==> config.mk <==
export PLATFORM = sky130hd
export DESIGN_NAME = dcf_top
export DESIGN_NICKNAME = d
export VERILOG_FILES = /design/src/inc/dcf_pkg.sv /design/src/design/dcf_top.sv
export SDC_FILE = /design/constraint.sdc
export NUM_CORES = 1
export LEC_CHECK = 0
export ABC_AREA = 1
export BUFFER_PORTS_ARGS = -buffer_cell sky130_fd_sc_hd__buf_4
export CORE_ASPECT_RATIO = 1.5
export CORE_MARGIN = 2
export CORE_UTILIZATION = 45
export CTS_BUF_LIST = sky130_fd_sc_hd__clkbuf_8
export CTS_CLUSTER_SIZE = 16
export DETAILED_ROUTE_END_ITERATION = 8
export GPL_TIMING_DRIVEN = 0
export SLEW_MARGIN = 0
export SYNTH_ARGS = -nofsm -noshare
export SYNTH_HDL_FRONTEND = slang
export SYNTH_SLANG_ARGS = --single-unit
==> constraint.sdc <==
create_clock -name mclk -period 1.53 [get_ports mclk]
set_input_delay 0.2295 -clock mclk [delete_from_list [all_inputs] [get_ports mclk]]
set_output_delay 0.2295 -clock mclk [all_outputs]
set_load 0.02 [all_outputs]
==> src/inc/dcf_pkg.sv <==
// Constants shared by the control and format select block
package dcf_pkg;
  // Register offsets
  localparam logic [7:0] REG_CTRL0    = 8'h00;
  localparam logic [7:0] REG_CTRL1    = 8'h01;
  localparam logic [7:0] REG_CTRL2    = 8'h02;
  localparam logic [7:0] REG_DSDPATH  = 8'h06;
  localparam logic [7:0] REG_SYNC     = 8'h07;
  localparam logic [7:0] REG_DSDFILT  = 8'h09;
  localparam logic [7:0] REG_CHAIN    = 8'h0b;
  localparam logic [7:0] REG_AUTODET  = 8'h15;
  localparam logic [7:0] REG_STATUS   = 8'h20;
  // Field positions
  localparam int B_SOFT_RST_N = 0;
  localparam int B_AUTO_CLOCK_SETTING       = 1;
  localparam int B_FMT_LO     = 2;
  localparam int B_SOFT_MUTE_EN      = 0;
  localparam int B_DSD_SEL    = 0;
  localparam int B_DSD_RATIO  = 1;
  localparam int B_DSD_PATH   = 0;
  localparam int B_DSD_FSMUTE = 1;
  localparam int B_SYNC_EN    = 0;
  localparam int B_DSD_FILT   = 0;
  localparam int B_CHAIN      = 0;
  localparam int B_AUTODET    = 0;
  localparam int B_ST_OVERRUN = 5;
  // Reset values
  localparam logic [2:0] FMT_32B_MSB_RST = 3'h4;
  localparam logic       DSD_RATIO_512   = 1'b0;
  localparam logic       SYNC_EN_RST     = 1'b1;
  localparam logic       AUTODET_RST     = 1'b0;
  localparam logic       SOFT_RST_N_RST  = 1'b0;
  // Timing: one sample period and mode changeover
  localparam int MCLK_HZ          = 10000000;
  localparam int SAMPLE_PERIOD_NS = 20800;
  localparam int SAMPLE_CYC       = SAMPLE_PERIOD_NS / (1000000000 / MCLK_HZ);
  localparam int CHANGE_PERIODS   = 2;
  localparam int DSD_EDGE_LIMIT   = 4;
  // Control modes
  typedef enum logic [1:0] {
    CM_SERIAL3,
    CM_BUSREG,
    CM_PIN
  } dcf_ctrl_mode_e;
endpackage

==> src/design/dcf_top.sv <==
// Control mode, conversion mode and pin routing for the converter input
//
// Chosen here: the address-and-strobe port and the register offsets.
`timescale 1ns/1ps
`default_nettype none
module dcf_top
  import dcf_pkg::*;
(
  input  wire logic       mclk,            // System clock
  input  wire logic       reset,           // Synchronous reset
  input  wire logic [7:0] reg_addr,        // Register address
  input  wire logic [7:0] reg_wdata,       // Register write data
  input  wire logic       reg_wr,          // Write strobe
  input  wire logic       reg_rd,          // Read strobe
  output logic      [7:0] reg_rdata,       // Read data, cycle after strobe
  input  wire logic       power_down_n,    // Power-down pin
  input  wire logic       bus_select_strap,     // Register bus strap
  input  wire logic       control_select_strap, // Pin control strap
  input  wire logic [2:0] pin_format_sel,  // Format pins, pin mode
  input  wire logic       pin_soft_mute,   // Soft mute pin, pin mode
  input  wire logic [8:0] audio_pad_in,    // Shared audio pins 2..10
  output logic      [8:0] word_data,       // Captured word, bit 8 DSD
  output logic            word_valid,      // Word available
  input  wire logic       word_ready,      // Sink takes word
  output logic      [1:0] ctrl_mode,       // Active control mode
  output logic            dsd_mode,        // Active conversion mode
  output logic            mode_changing,   // Changeover in progress
  output logic      [2:0] pcm_format_sel,  // Effective PCM format
  output logic            auto_clock_setting,   // Effective clock mode
  output logic            soft_mute_en,    // Effective soft mute
  output logic            clock_sync_en,   // Effective clock sync
  output logic            daisy_chain_en,  // Effective daisy chain
  output logic            dsd_mclk_ratio,  // Effective DSD clock ratio
  output logic            dsd_filter_sel,  // Effective DSD filter
  output logic            dsd_path_sel,    // Effective DSD path
  output logic            dsd_fullscale_mute_en // Effective DSD mute
);

  localparam int SYNC_W = 16;
  localparam int CHG_CYC = CHANGE_PERIODS * SAMPLE_CYC;

  // Two-flop synchronisers for all pin inputs
  logic [SYNC_W-1:0] sync1_q;
  logic [SYNC_W-1:0] sync2_q;
  logic [8:0]        pad_prev_q;
  always_ff @(posedge mclk) begin
    sync1_q <= {power_down_n, bus_select_strap, control_select_strap,
                pin_soft_mute, pin_format_sel, audio_pad_in};
    sync2_q <= sync1_q;
    pad_prev_q <= sync2_q[8:0];
  end

  wire       pdn_n_s  = sync2_q[15];
  wire       bsel_s   = sync2_q[14];
  wire       csel_s   = sync2_q[13];
  wire       psmute_s = sync2_q[12];
  wire [2:0] pfmt_s   = sync2_q[11:9];
  wire [8:0] pad_s    = sync2_q[8:0];
  wire [8:0] pad_rise = pad_s & ~pad_prev_q;
  wire       pad3_edge = pad_s[1] ^ pad_prev_q[1];
  wire       core_rst = reset | ~pdn_n_s;

  wire       bit_clock_rise = pad_rise[0];
  wire       frame_clock    = pad_s[1];
  wire [3:0] serial_data_in = pad_s[5:2];
  wire       dsd_clock_rise = pad_rise[0];
  wire [3:0] dsd_left_in  = {pad_s[7], pad_s[5], pad_s[3], pad_s[1]};
  wire [3:0] dsd_right_in = {pad_s[8], pad_s[6], pad_s[4], pad_s[2]};

  function automatic dcf_ctrl_mode_e strap_mode(input logic bsel,
                                                input logic csel);
    if (!bsel) begin
      strap_mode = CM_SERIAL3;
    end else if (!csel) begin
      strap_mode = CM_BUSREG;
    end else begin
      strap_mode = CM_PIN;
    end
  endfunction

  // straps follow pins only while powered down
  dcf_ctrl_mode_e cmode_q;
  always_ff @(posedge mclk) begin
    if (reset) begin
      cmode_q <= CM_SERIAL3;
    end else if (!pdn_n_s) begin
      cmode_q <= strap_mode(bsel_s, csel_s);
    end
  end
  wire pin_mode = (cmode_q == CM_PIN);

  // Register file
  logic       soft_rst_n_q;
  logic       auto_clock_setting_q;
  logic [2:0] fmt_q;
  logic       soft_mute_en_q;
  logic       dsd_sel_q;
  logic       dsd_ratio_q;
  logic       dsd_path_q;
  logic       dsd_fsmute_q;
  logic       sync_en_q;
  logic       dsd_filt_q;
  logic       chain_q;
  logic       autodet_q;
  logic       overrun_q;
  wire        overrun_set;
  wire        wr_ctrl0 = reg_wr & (reg_addr == REG_CTRL0);
  wire        wr_ctrl2 = reg_wr & (reg_addr == REG_CTRL2);
  wire        wr_stat  = reg_wr & (reg_addr == REG_STATUS);

  // Register writes; power-down restores reset values
  always_ff @(posedge mclk) begin
    if (core_rst) begin
      soft_rst_n_q <= SOFT_RST_N_RST;
      auto_clock_setting_q       <= 1'b0;
      fmt_q        <= FMT_32B_MSB_RST;
      soft_mute_en_q      <= 1'b0;
      dsd_sel_q    <= 1'b0;
      dsd_ratio_q  <= DSD_RATIO_512;
      dsd_path_q   <= 1'b0;
      dsd_fsmute_q <= 1'b0;
      sync_en_q    <= SYNC_EN_RST;
      dsd_filt_q   <= 1'b0;
      chain_q      <= 1'b0;
      autodet_q    <= AUTODET_RST;
    end else if (reg_wr) begin
      if (wr_ctrl0) begin
        soft_rst_n_q <= reg_wdata[B_SOFT_RST_N];
        auto_clock_setting_q       <= reg_wdata[B_AUTO_CLOCK_SETTING];
        fmt_q        <= reg_wdata[B_FMT_LO +: 3];
      end
      if (reg_addr == REG_CTRL1) soft_mute_en_q <= reg_wdata[B_SOFT_MUTE_EN];
      if (wr_ctrl2) begin
        dsd_sel_q   <= reg_wdata[B_DSD_SEL];
        dsd_ratio_q <= reg_wdata[B_DSD_RATIO];
      end
      if (reg_addr == REG_DSDPATH) begin
        dsd_path_q   <= reg_wdata[B_DSD_PATH];
        dsd_fsmute_q <= reg_wdata[B_DSD_FSMUTE];
      end
      if (reg_addr == REG_SYNC)    sync_en_q  <= reg_wdata[B_SYNC_EN];
      if (reg_addr == REG_DSDFILT) dsd_filt_q <= reg_wdata[B_DSD_FILT];
      if (reg_addr == REG_CHAIN)   chain_q    <= reg_wdata[B_CHAIN];
      if (reg_addr == REG_AUTODET) autodet_q  <= reg_wdata[B_AUTODET];
    end
  end

  // Sticky overrun; a new overrun beats the clear
  always_ff @(posedge mclk) begin
    if (core_rst) begin
      overrun_q <= 1'b0;
    end else begin
      overrun_q <= overrun_set |
                   (overrun_q & ~(wr_stat & reg_wdata[B_ST_OVERRUN]));
    end
  end

  // count pin 3 edges per sample period to spot DSD
  logic [15:0] win_cnt_q;
  logic [7:0]  edge_cnt_q;
  logic        auto_dsd_q;
  wire         win_end = (win_cnt_q == 16'(SAMPLE_CYC - 1));
  always_ff @(posedge mclk) begin
    if (core_rst) begin
      win_cnt_q  <= 16'h0000;
      edge_cnt_q <= 8'h00;
      auto_dsd_q <= 1'b0;
    end else if (win_end) begin
      win_cnt_q  <= 16'h0000;
      edge_cnt_q <= 8'h00;
      auto_dsd_q <= (edge_cnt_q > 8'(DSD_EDGE_LIMIT));
    end else begin
      win_cnt_q  <= win_cnt_q + 16'h0001;
      if (pad3_edge && edge_cnt_q != 8'hff) begin
        edge_cnt_q <= edge_cnt_q + 8'h01;
      end
    end
  end

  wire want_dsd = pin_mode ? 1'b0 :
                  (autodet_q ? auto_dsd_q : dsd_sel_q);
  // manual switch accepted only under soft reset
  wire switch_ok = pin_mode | autodet_q | ~soft_rst_n_q;

  // changeover timer of two sample periods
  logic        dsd_q;
  logic [15:0] chg_cnt_q;
  wire         chg_busy = (chg_cnt_q != 16'h0000);
  always_ff @(posedge mclk) begin
    if (core_rst) begin
      dsd_q     <= 1'b0;
      chg_cnt_q <= 16'h0000;
    end else if (chg_busy) begin
      chg_cnt_q <= chg_cnt_q - 16'h0001;
      if (chg_cnt_q == 16'h0001) dsd_q <= want_dsd;
    end else if (switch_ok && want_dsd != dsd_q) begin
      chg_cnt_q <= 16'(CHG_CYC);
    end
  end

  // PCM word on bit clock rise; DSD word on DSD clock rise
  wire       cap_edge = dsd_q ? dsd_clock_rise : bit_clock_rise;
  wire [8:0] cap_word = dsd_q ? {1'b1, dsd_left_in, dsd_right_in}
                              : {1'b0, 3'h0, frame_clock, serial_data_in};
  // no capture while soft reset or changeover holds the path
  // pin mode ignores the soft reset register
  wire       cap_req  = cap_edge & (pin_mode | soft_rst_n_q) & ~chg_busy;

  // Two-entry buffer: output stage plus skid stage
  logic [8:0] out_q;
  logic       out_v_q;
  logic [8:0] skid_q;
  logic       skid_v_q;
  wire        buf_ready = ~skid_v_q;
  wire        push = cap_req & buf_ready;
  wire        out_free = ~out_v_q | word_ready;
  assign overrun_set = cap_req & ~buf_ready;
  always_ff @(posedge mclk) begin
    if (core_rst) begin
      out_q    <= 9'h000;
      out_v_q  <= 1'b0;
      skid_q   <= 9'h000;
      skid_v_q <= 1'b0;
    end else if (out_free) begin
      out_v_q  <= skid_v_q | push;
      out_q    <= skid_v_q ? skid_q : cap_word;
      skid_v_q <= 1'b0;
    end else if (push) begin
      skid_q   <= cap_word;
      skid_v_q <= 1'b1;
    end
  end
  assign word_data  = out_q;
  assign word_valid = out_v_q;

  // pins in pin mode, registers otherwise; clock auto forced on in pin mode
  // register-only functions off in pin mode
  // settings gated by active conversion mode
  wire [2:0] eff_fmt   = pin_mode ? pfmt_s : fmt_q;
  wire       eff_auto_clock_setting  = pin_mode | auto_clock_setting_q;
  wire       eff_soft_mute_en = pin_mode ? psmute_s : soft_mute_en_q;
  wire       pcm_on    = ~dsd_q;
  wire       reg_on    = ~pin_mode;

  // Effective settings and status registered onto outputs
  always_ff @(posedge mclk) begin
    if (core_rst) begin
      ctrl_mode             <= 2'h0;
      dsd_mode              <= 1'b0;
      mode_changing         <= 1'b0;
      pcm_format_sel        <= 3'h0;
      auto_clock_setting    <= 1'b0;
      soft_mute_en          <= 1'b0;
      clock_sync_en         <= 1'b0;
      daisy_chain_en        <= 1'b0;
      dsd_mclk_ratio        <= 1'b0;
      dsd_filter_sel        <= 1'b0;
      dsd_path_sel          <= 1'b0;
      dsd_fullscale_mute_en <= 1'b0;
    end else begin
      ctrl_mode             <= cmode_q;
      dsd_mode              <= dsd_q;
      mode_changing         <= chg_busy;
      pcm_format_sel        <= pcm_on ? eff_fmt : 3'h0;
      auto_clock_setting    <= pcm_on & eff_auto_clock_setting;
      soft_mute_en          <= eff_soft_mute_en;
      clock_sync_en         <= pcm_on & reg_on & sync_en_q;
      daisy_chain_en        <= pcm_on & reg_on & chain_q;
      dsd_mclk_ratio        <= dsd_q & dsd_ratio_q;
      dsd_filter_sel        <= dsd_q & dsd_filt_q;
      dsd_path_sel          <= dsd_q & dsd_path_q;
      dsd_fullscale_mute_en <= dsd_q & dsd_fsmute_q;
    end
  end

  // Read mux, unmapped addresses read zero
  logic [7:0] rd_mux;
  always_comb begin
    rd_mux = 8'h00;
    unique case (reg_addr)
      REG_CTRL0:   rd_mux = {3'h0, fmt_q, auto_clock_setting_q, soft_rst_n_q};
      REG_CTRL1:   rd_mux = {7'h00, soft_mute_en_q};
      REG_CTRL2:   rd_mux = {6'h00, dsd_ratio_q, dsd_sel_q};
      REG_DSDPATH: rd_mux = {6'h00, dsd_fsmute_q, dsd_path_q};
      REG_SYNC:    rd_mux = {7'h00, sync_en_q};
      REG_DSDFILT: rd_mux = {7'h00, dsd_filt_q};
      REG_CHAIN:   rd_mux = {7'h00, chain_q};
      REG_AUTODET: rd_mux = {7'h00, autodet_q};
      REG_STATUS:  rd_mux = {2'h0, overrun_q, chg_busy, dsd_q, 1'b0,
                             cmode_q};
      default:     rd_mux = 8'h00;
    endcase
  end

  // Read data stands one cycle after the strobe
  always_ff @(posedge mclk) begin
    if (reset) begin
      reg_rdata <= 8'h00;
    end else begin
      reg_rdata <= reg_rd ? rd_mux : 8'h00;
    end
  end

endmodule // dcf_top
`default_nettype wire

### Yosys cells after proc, flatten, opt, wreduce, memory -nomap -nowiden

Index checks and enable logic that the tools add are counted.
W data, S select, Z words.

* $add $sub $neg: 3
* magnitude comparators: 1
* equality and inequality tests: 13
* muxes and demuxes: 11
* bitwise operators: 38
* reductions and logical operators: 19

Operators with widths (count)
* $pmux W6 S9: 1
* $mux W16: 2
* $reduce_and A2 Y1: 10
* $and A1 B1 Y1: 18
* $mux W9: 2
* $add A16 B1 Y16 const B: 1
* $eq A16 B1 Y1 const B: 1
* $eq A16 B8 Y1 const B: 1
* $eq A8 B3 Y1 const B: 2
* $eq A8 B4 Y1 const B: 2
* $reduce_bool A16 Y1: 1
* $sub A16 B1 Y16 const B: 1
* $not A1 Y1: 11
* $add A8 B1 Y8 const B: 1
* $eq A8 B1 Y1 const B: 1
* $eq A8 B2 Y1 const B: 1
* $eq A8 B5 Y1 const B: 1
* $eq A8 B6 Y1 const B: 1
* $gt A8 B3 Y1 const B: 1
* $logic_not A8 Y1: 1
* $ne A8 B8 Y1 const B: 1
* $or A1 B1 Y1: 8
* $reduce_or A2 Y1: 4
* $mux W2: 2
* 7 further kinds: 10

* register bits: 136
* input bits: 37
* output and inout port bits: 33
* logic and storage cells: 124

### Longest topological paths before layout

* depth after elaboration: 6
* depth in mapped cells: 11
* mapped depth without buffers: 10

### Least setup slack after synthesis

Ideal clock, no wire load.

* path type: register -> register
* from: register chg_cnt_q[0]
* to: register chg_cnt_q[8]
* library setup time: 114 ps
* arrival: 1279 ps
* data required time: 1416 ps
* path slack: 137 ps
* stages on the path, launching flop included: 10
* path buffers: 1
* period minus slack after synthesis: 1393 ps
* cell sequence: dfxtp_1 -> inv_1 -> ha_1 -> nand2_1 -> nor2_4 -> nand2_1 -> buf_2 -> o21ai_0 -> a21oi_1 -> nor2_1

* longest elaborated chain between the ends: 2
* elaborated cells on any way between the ends: 4
* those cells by class: add/sub (1); mux (1); reduce/logical (2)

Ends and longest elaborated chain
* from (decl): line dcf_top.sv:187 `logic [15:0] chg_cnt_q;`
* from (signal assigned): line dcf_top.sv:194 `chg_cnt_q <= chg_cnt_q - 16'h0001;`
* from (signal assigned): line dcf_top.sv:197 `chg_cnt_q <= 16'(CHG_CYC);`
* $sub A16 B1 Y16 or $reduce_bool A16 Y1 (tied branches): line dcf_top.sv:194, dcf_top.sv:188
* $mux W16 or $reduce_bool A2 Y1 (tied branches)

Parallel ways exist; a longest one is shown, timed or not.
A chain may end at the register's enable or synchronous reset.

### Worst setup path after layout

* from: register chg_cnt_q[6]
* to: register skid_q[7]

* longest elaborated chain between the ends: 5

Ends and longest elaborated chain
* $reduce_bool A16 Y1: line dcf_top.sv:188 `wire chg_busy = (chg_cnt_q != 16'h0000);`
* $not A1 Y1: line dcf_top.sv:207 `wire cap_req = cap_edge & (pin_mode | soft_rst_n_q) & ~chg_busy;`
* $and A1 B1 Y1: line dcf_top.sv:207
* $and A1 B1 Y1: line dcf_top.sv:215 `wire push = cap_req & buf_ready;`
* $reduce_and A2 Y1 (no source line)
* to (signal assigned): line dcf_top.sv:229 `skid_q <= cap_word;`
* to (decl): line dcf_top.sv:212 `logic [8:0] skid_q;`

Every way passes these cells.

==> flow_summary.ini <==
[status]
status = complete, no violations

[yosys]
synthDistinctLibCells = 37
synthesis.area_sq_um = 5300
postSynthAreaPerCell_sq_um = 7.48
syn_inst = 708
synth_warnings = 0
ys_seq_area_share_pct = 50.7
netlist.area_leader.share_pct = 50.7
ys_seq_elements = 134
post-synth-top-area-cell = dfxtp_1
synthTopCellsByArea = dfxtp_1 (51%), nand2_1 (12%), nor2_1 (7.8%), inv_1 (5.9%), nand3_1 (4.3%)

[finish]
fin_area_sq_um = 6790
drive_gt1_share_pct = 19.6
post-route-util_pct = 59.2
n_fill_cell = 1085
num_antenna_cells = 0
final_nets = 858
areaGrowthSynthToFinish_pct = 28.2
multiInputGateArea_sq_um = 2320
final-seq-area_sq_um = 2690

[clock_tree]
cts_tree = done
clk_latency_ns = 0.44
cts_root_buffer = clkbuf_8
cts_buffers = 17
h-tree-depth = 4
clk_pin_slew_ns = 0.08
clkSinkCount = 134
cts-root-to-sink-buffers = 2

[grt]
antenna_found_initial = 0
first_global_vias = 4490
grt_max_degree = 17
gr-total-overflow = 0
grt_first_pass_wirelength_mm = 20.0
grt_use_total_pct = 20.2

[route]
antenna_left = 0
drtIter0Drc = 220
post-route-drc-count = 0
viasPerCell = 4.87
wl_per_cell_um = 12.8
vias = 4767
first_pass_iters = 7
routed_wl_mm = 12.6

[sta]
hold_viol = 0
setup_violations = 0
fmax_mhz = 693
grt_setup_unrepaired = yes
min_period_ns = 1.44
fin_skew_ns = 0.00901
finalCritPeriodShare_pct = 94.3
drv_slew = 0
final.setup.worst_slack_ns = 0.0869
hold-worst-slack_ns = 0.0440
slew_headroom_pct = 66.8
worstMarginPinSlew_ns = 0.497

[power_and_ir_drop]
swShare_pct = 33.7
seqPwrFrac_pct = 38.9
power_mw = 10.2
p_sw_mw = 3.42
ir_worst_vdd_v = 0.00120
leakagePower_nw = 3.04
combPwrFrac_pct = 28.7
p_per_area_nw_per_um2 = 1500
p_clk_share_pct = 32.4
p_int_mw = 6.74

[worst_setup_path]
arrival_ns = 1.82
path_cells = nor2_1, nand2_2, nor2_4, nand3_4, inv_2, nand2_2, buf_6, nand2_1, nand2_1, nor2_1
start_kind = flop
worstPathMaxFanout = 10
worst_path_max_delay_cell = dfxtp_1
critical-path-max-stage-delay_ns = 0.34
crit_required_ns = 1.91
path_class = flop to flop
end_kind = flop

[floorplanning]
die-area_sq_um = 12700
fp.coreArea_sq_um = 11500
die_h_um = 137
start_util_pct = 46.2
die_w_um = 92.6
rows = 48
io-pin-count = 70

[placement]
place.gp.congestion = 0.818
place_area_sq_um = 5970
pre_cts_ws_ns = -0.331
post-dp-hpwl_mm = 9.06
portBuffers = 65

[run]
maxCapViolCount = 0

[min_path]
hold_path_class = primary input to flop
[sequential cells by signal (all words and copies together) (netlist names), 2 cells and up]
| name | flops |
|---|---|
| chg_cnt_q | 16 |
| sync1_q | 16 |
| sync2_q | 16 |
| win_cnt_q | 16 |
| skid_q | 9 |
| word_data | 9 |
| edge_cnt_q | 8 |
| reg_rdata | 6 |
| fmt_q | 3 |
| pcm_format_sel | 3 |
| cmode_q | 2 |
| ctrl_mode | 2 |
| pad_prev_q | 2 |
[power groups by stage]
stage,combinational [mW],clock [mW],sequential [mW]
after global placement,2.45,0,3.99
final,2.92,3.29,3.95
after detailed placement,2.54,0,3.99
after floorplan,1.89,0,3.99
after CTS,2.65,3.37,3.92
after global routing,3.30,3.51,3.98
[per-layer routing]
| metal | vias to the layer above | track usage (%) | wire length (um) |
|---|---|---|---|
| met5 | - | 0 | 0 |
| met4 | 0 | 9.12 | 280 |
| met3 | 23 | 4.74 | 427 |
| met2 | 93 | 37.7 | 6750 |
| met1 | 2201 | 21.5 | 5100 |
| li1 | 2450 | - | - |
[cell families (layout without fill, tap and decap cells)]
| logic type | count (synthesis) | after routing | synth area share (%) |
|---|---|---|---|
| DFF | 134 | 134 | 50.7 |
| and+or+nand+nor | 364 | 364 | 28.9 |
| buffers and inverters | 101 | 220 | 7.66 |
| other | 1 | 2 | 0.0708 |
| adders and majority gates | 6 | 6 | 1.42 |
| AOI/OAI and AO/OA | 90 | 90 | 9.33 |
| xor gates and xnor gates | 12 | 12 | 1.98 |
[repair_timing]
| item | 4_1_cts | 5_1_grt |
|---|---|---|
| gates resized for setup | 17 | 38 |
| pin swaps | 1 | 8 |
| endpoints found under the hold margin | 17 | 0 |
| setup buffers | 0 | 5 |
| hold buffers | 17 | 0 |
| setup endpoints to repair | 65 | 61 |
| gates cloned | 0 | 0 |
[layout make-up]
| type | instances | area share, % |
|---|---|---|
| Sequential cell | 134 | 39.6 |
| Multi-Input combinational cell | 474 | 34.1 |
| Timing Repair Buffer | 87 | 10.2 |
| Inverter | 86 | 4.79 |
| Clock buffer | 19 | 3.85 |
| Clock inverter | 13 | 2.87 |
| Tap cell | 150 | 2.76 |
| Buffer | 15 | 1.75 |
[worst paths after layout]
path / start / end / slack, ns / cells after the start
max: chg_cnt_q[6]$_SDFFE_PP0P_ / skid_q[7]$_SDFFE_PP0P_ / 0.09 / 10
max reg2reg: chg_cnt_q[6]$_SDFFE_PP0P_ / skid_q[7]$_SDFFE_PP0P_ / 0.09 / 10
min: reg_wdata[2] / fmt_q[0]$_SDFFE_PP0P_ / 0.04 / 3
min reg2reg: sync1_q[10]$_DFF_P_ / sync2_q[10]$_DFF_P_ / 0.33 / 0
[cells in the final DEF, fill, tap and decap left out, types with 4 or more instances in the layout]
cell / netlist / routed
nand2_1: 172 / 166
dfxtp_1: 134 / 129
nor2_1: 110 / 105
inv_1: 83 / 78
buf_4: 3 / 73
nand3_1: 45 / 44
a21oi_1: 39 / 38
o21ai_0: 36 / 36
clkbuf_8: 0 / 19
dlygate4sd3_1: 0 / 17
nor3_1: 13 / 13
xor2_1: 11 / 11
nor2_4: 3 / 8
nand2_2: 2 / 7
inv_2: 1 / 6
nor2_2: 6 / 6
ha_1: 6 / 5
dfxtp_2: 0 / 5
bufinv_16: 0 / 4
[critical path, delay by kind of cell, from the launching register on]
| family | cells | cell delay [ns] |
|---|---|---|
| buf+inv | 2 | 0.24 |
| simple gates | 8 | 0.81 |
| flops | 1 | 0.34 |
[stage by stage]
step	std cells	TNS, ns
detailed placement	924	-11.93
global route	978	-0.102
global placement	924	-10.50
finish	978	0
floorplan	709	0
CTS	973	-0.0908
[synthesized netlist by cell type, drive strengths merged]
cell and instances:
nand4 3, o22ai 2, dfxtp 134, o311ai 1, a21oi 39, a22oi 1, xor2 11, buf 10
a211oi 2, o21bai 1, a21boi 1, or2 3, xnor2 1, conb 1, nor2 119, clkinv 2
and2 1, inv 84, clkbuf 5, o21ai 36, a32o 2, o211ai 2, nor3b 3, ha 6
nand2 174, o32ai 1, nand3 46, nor3 15, a31oi 2
No activity file was read; power rests on OpenSTA's default activity.
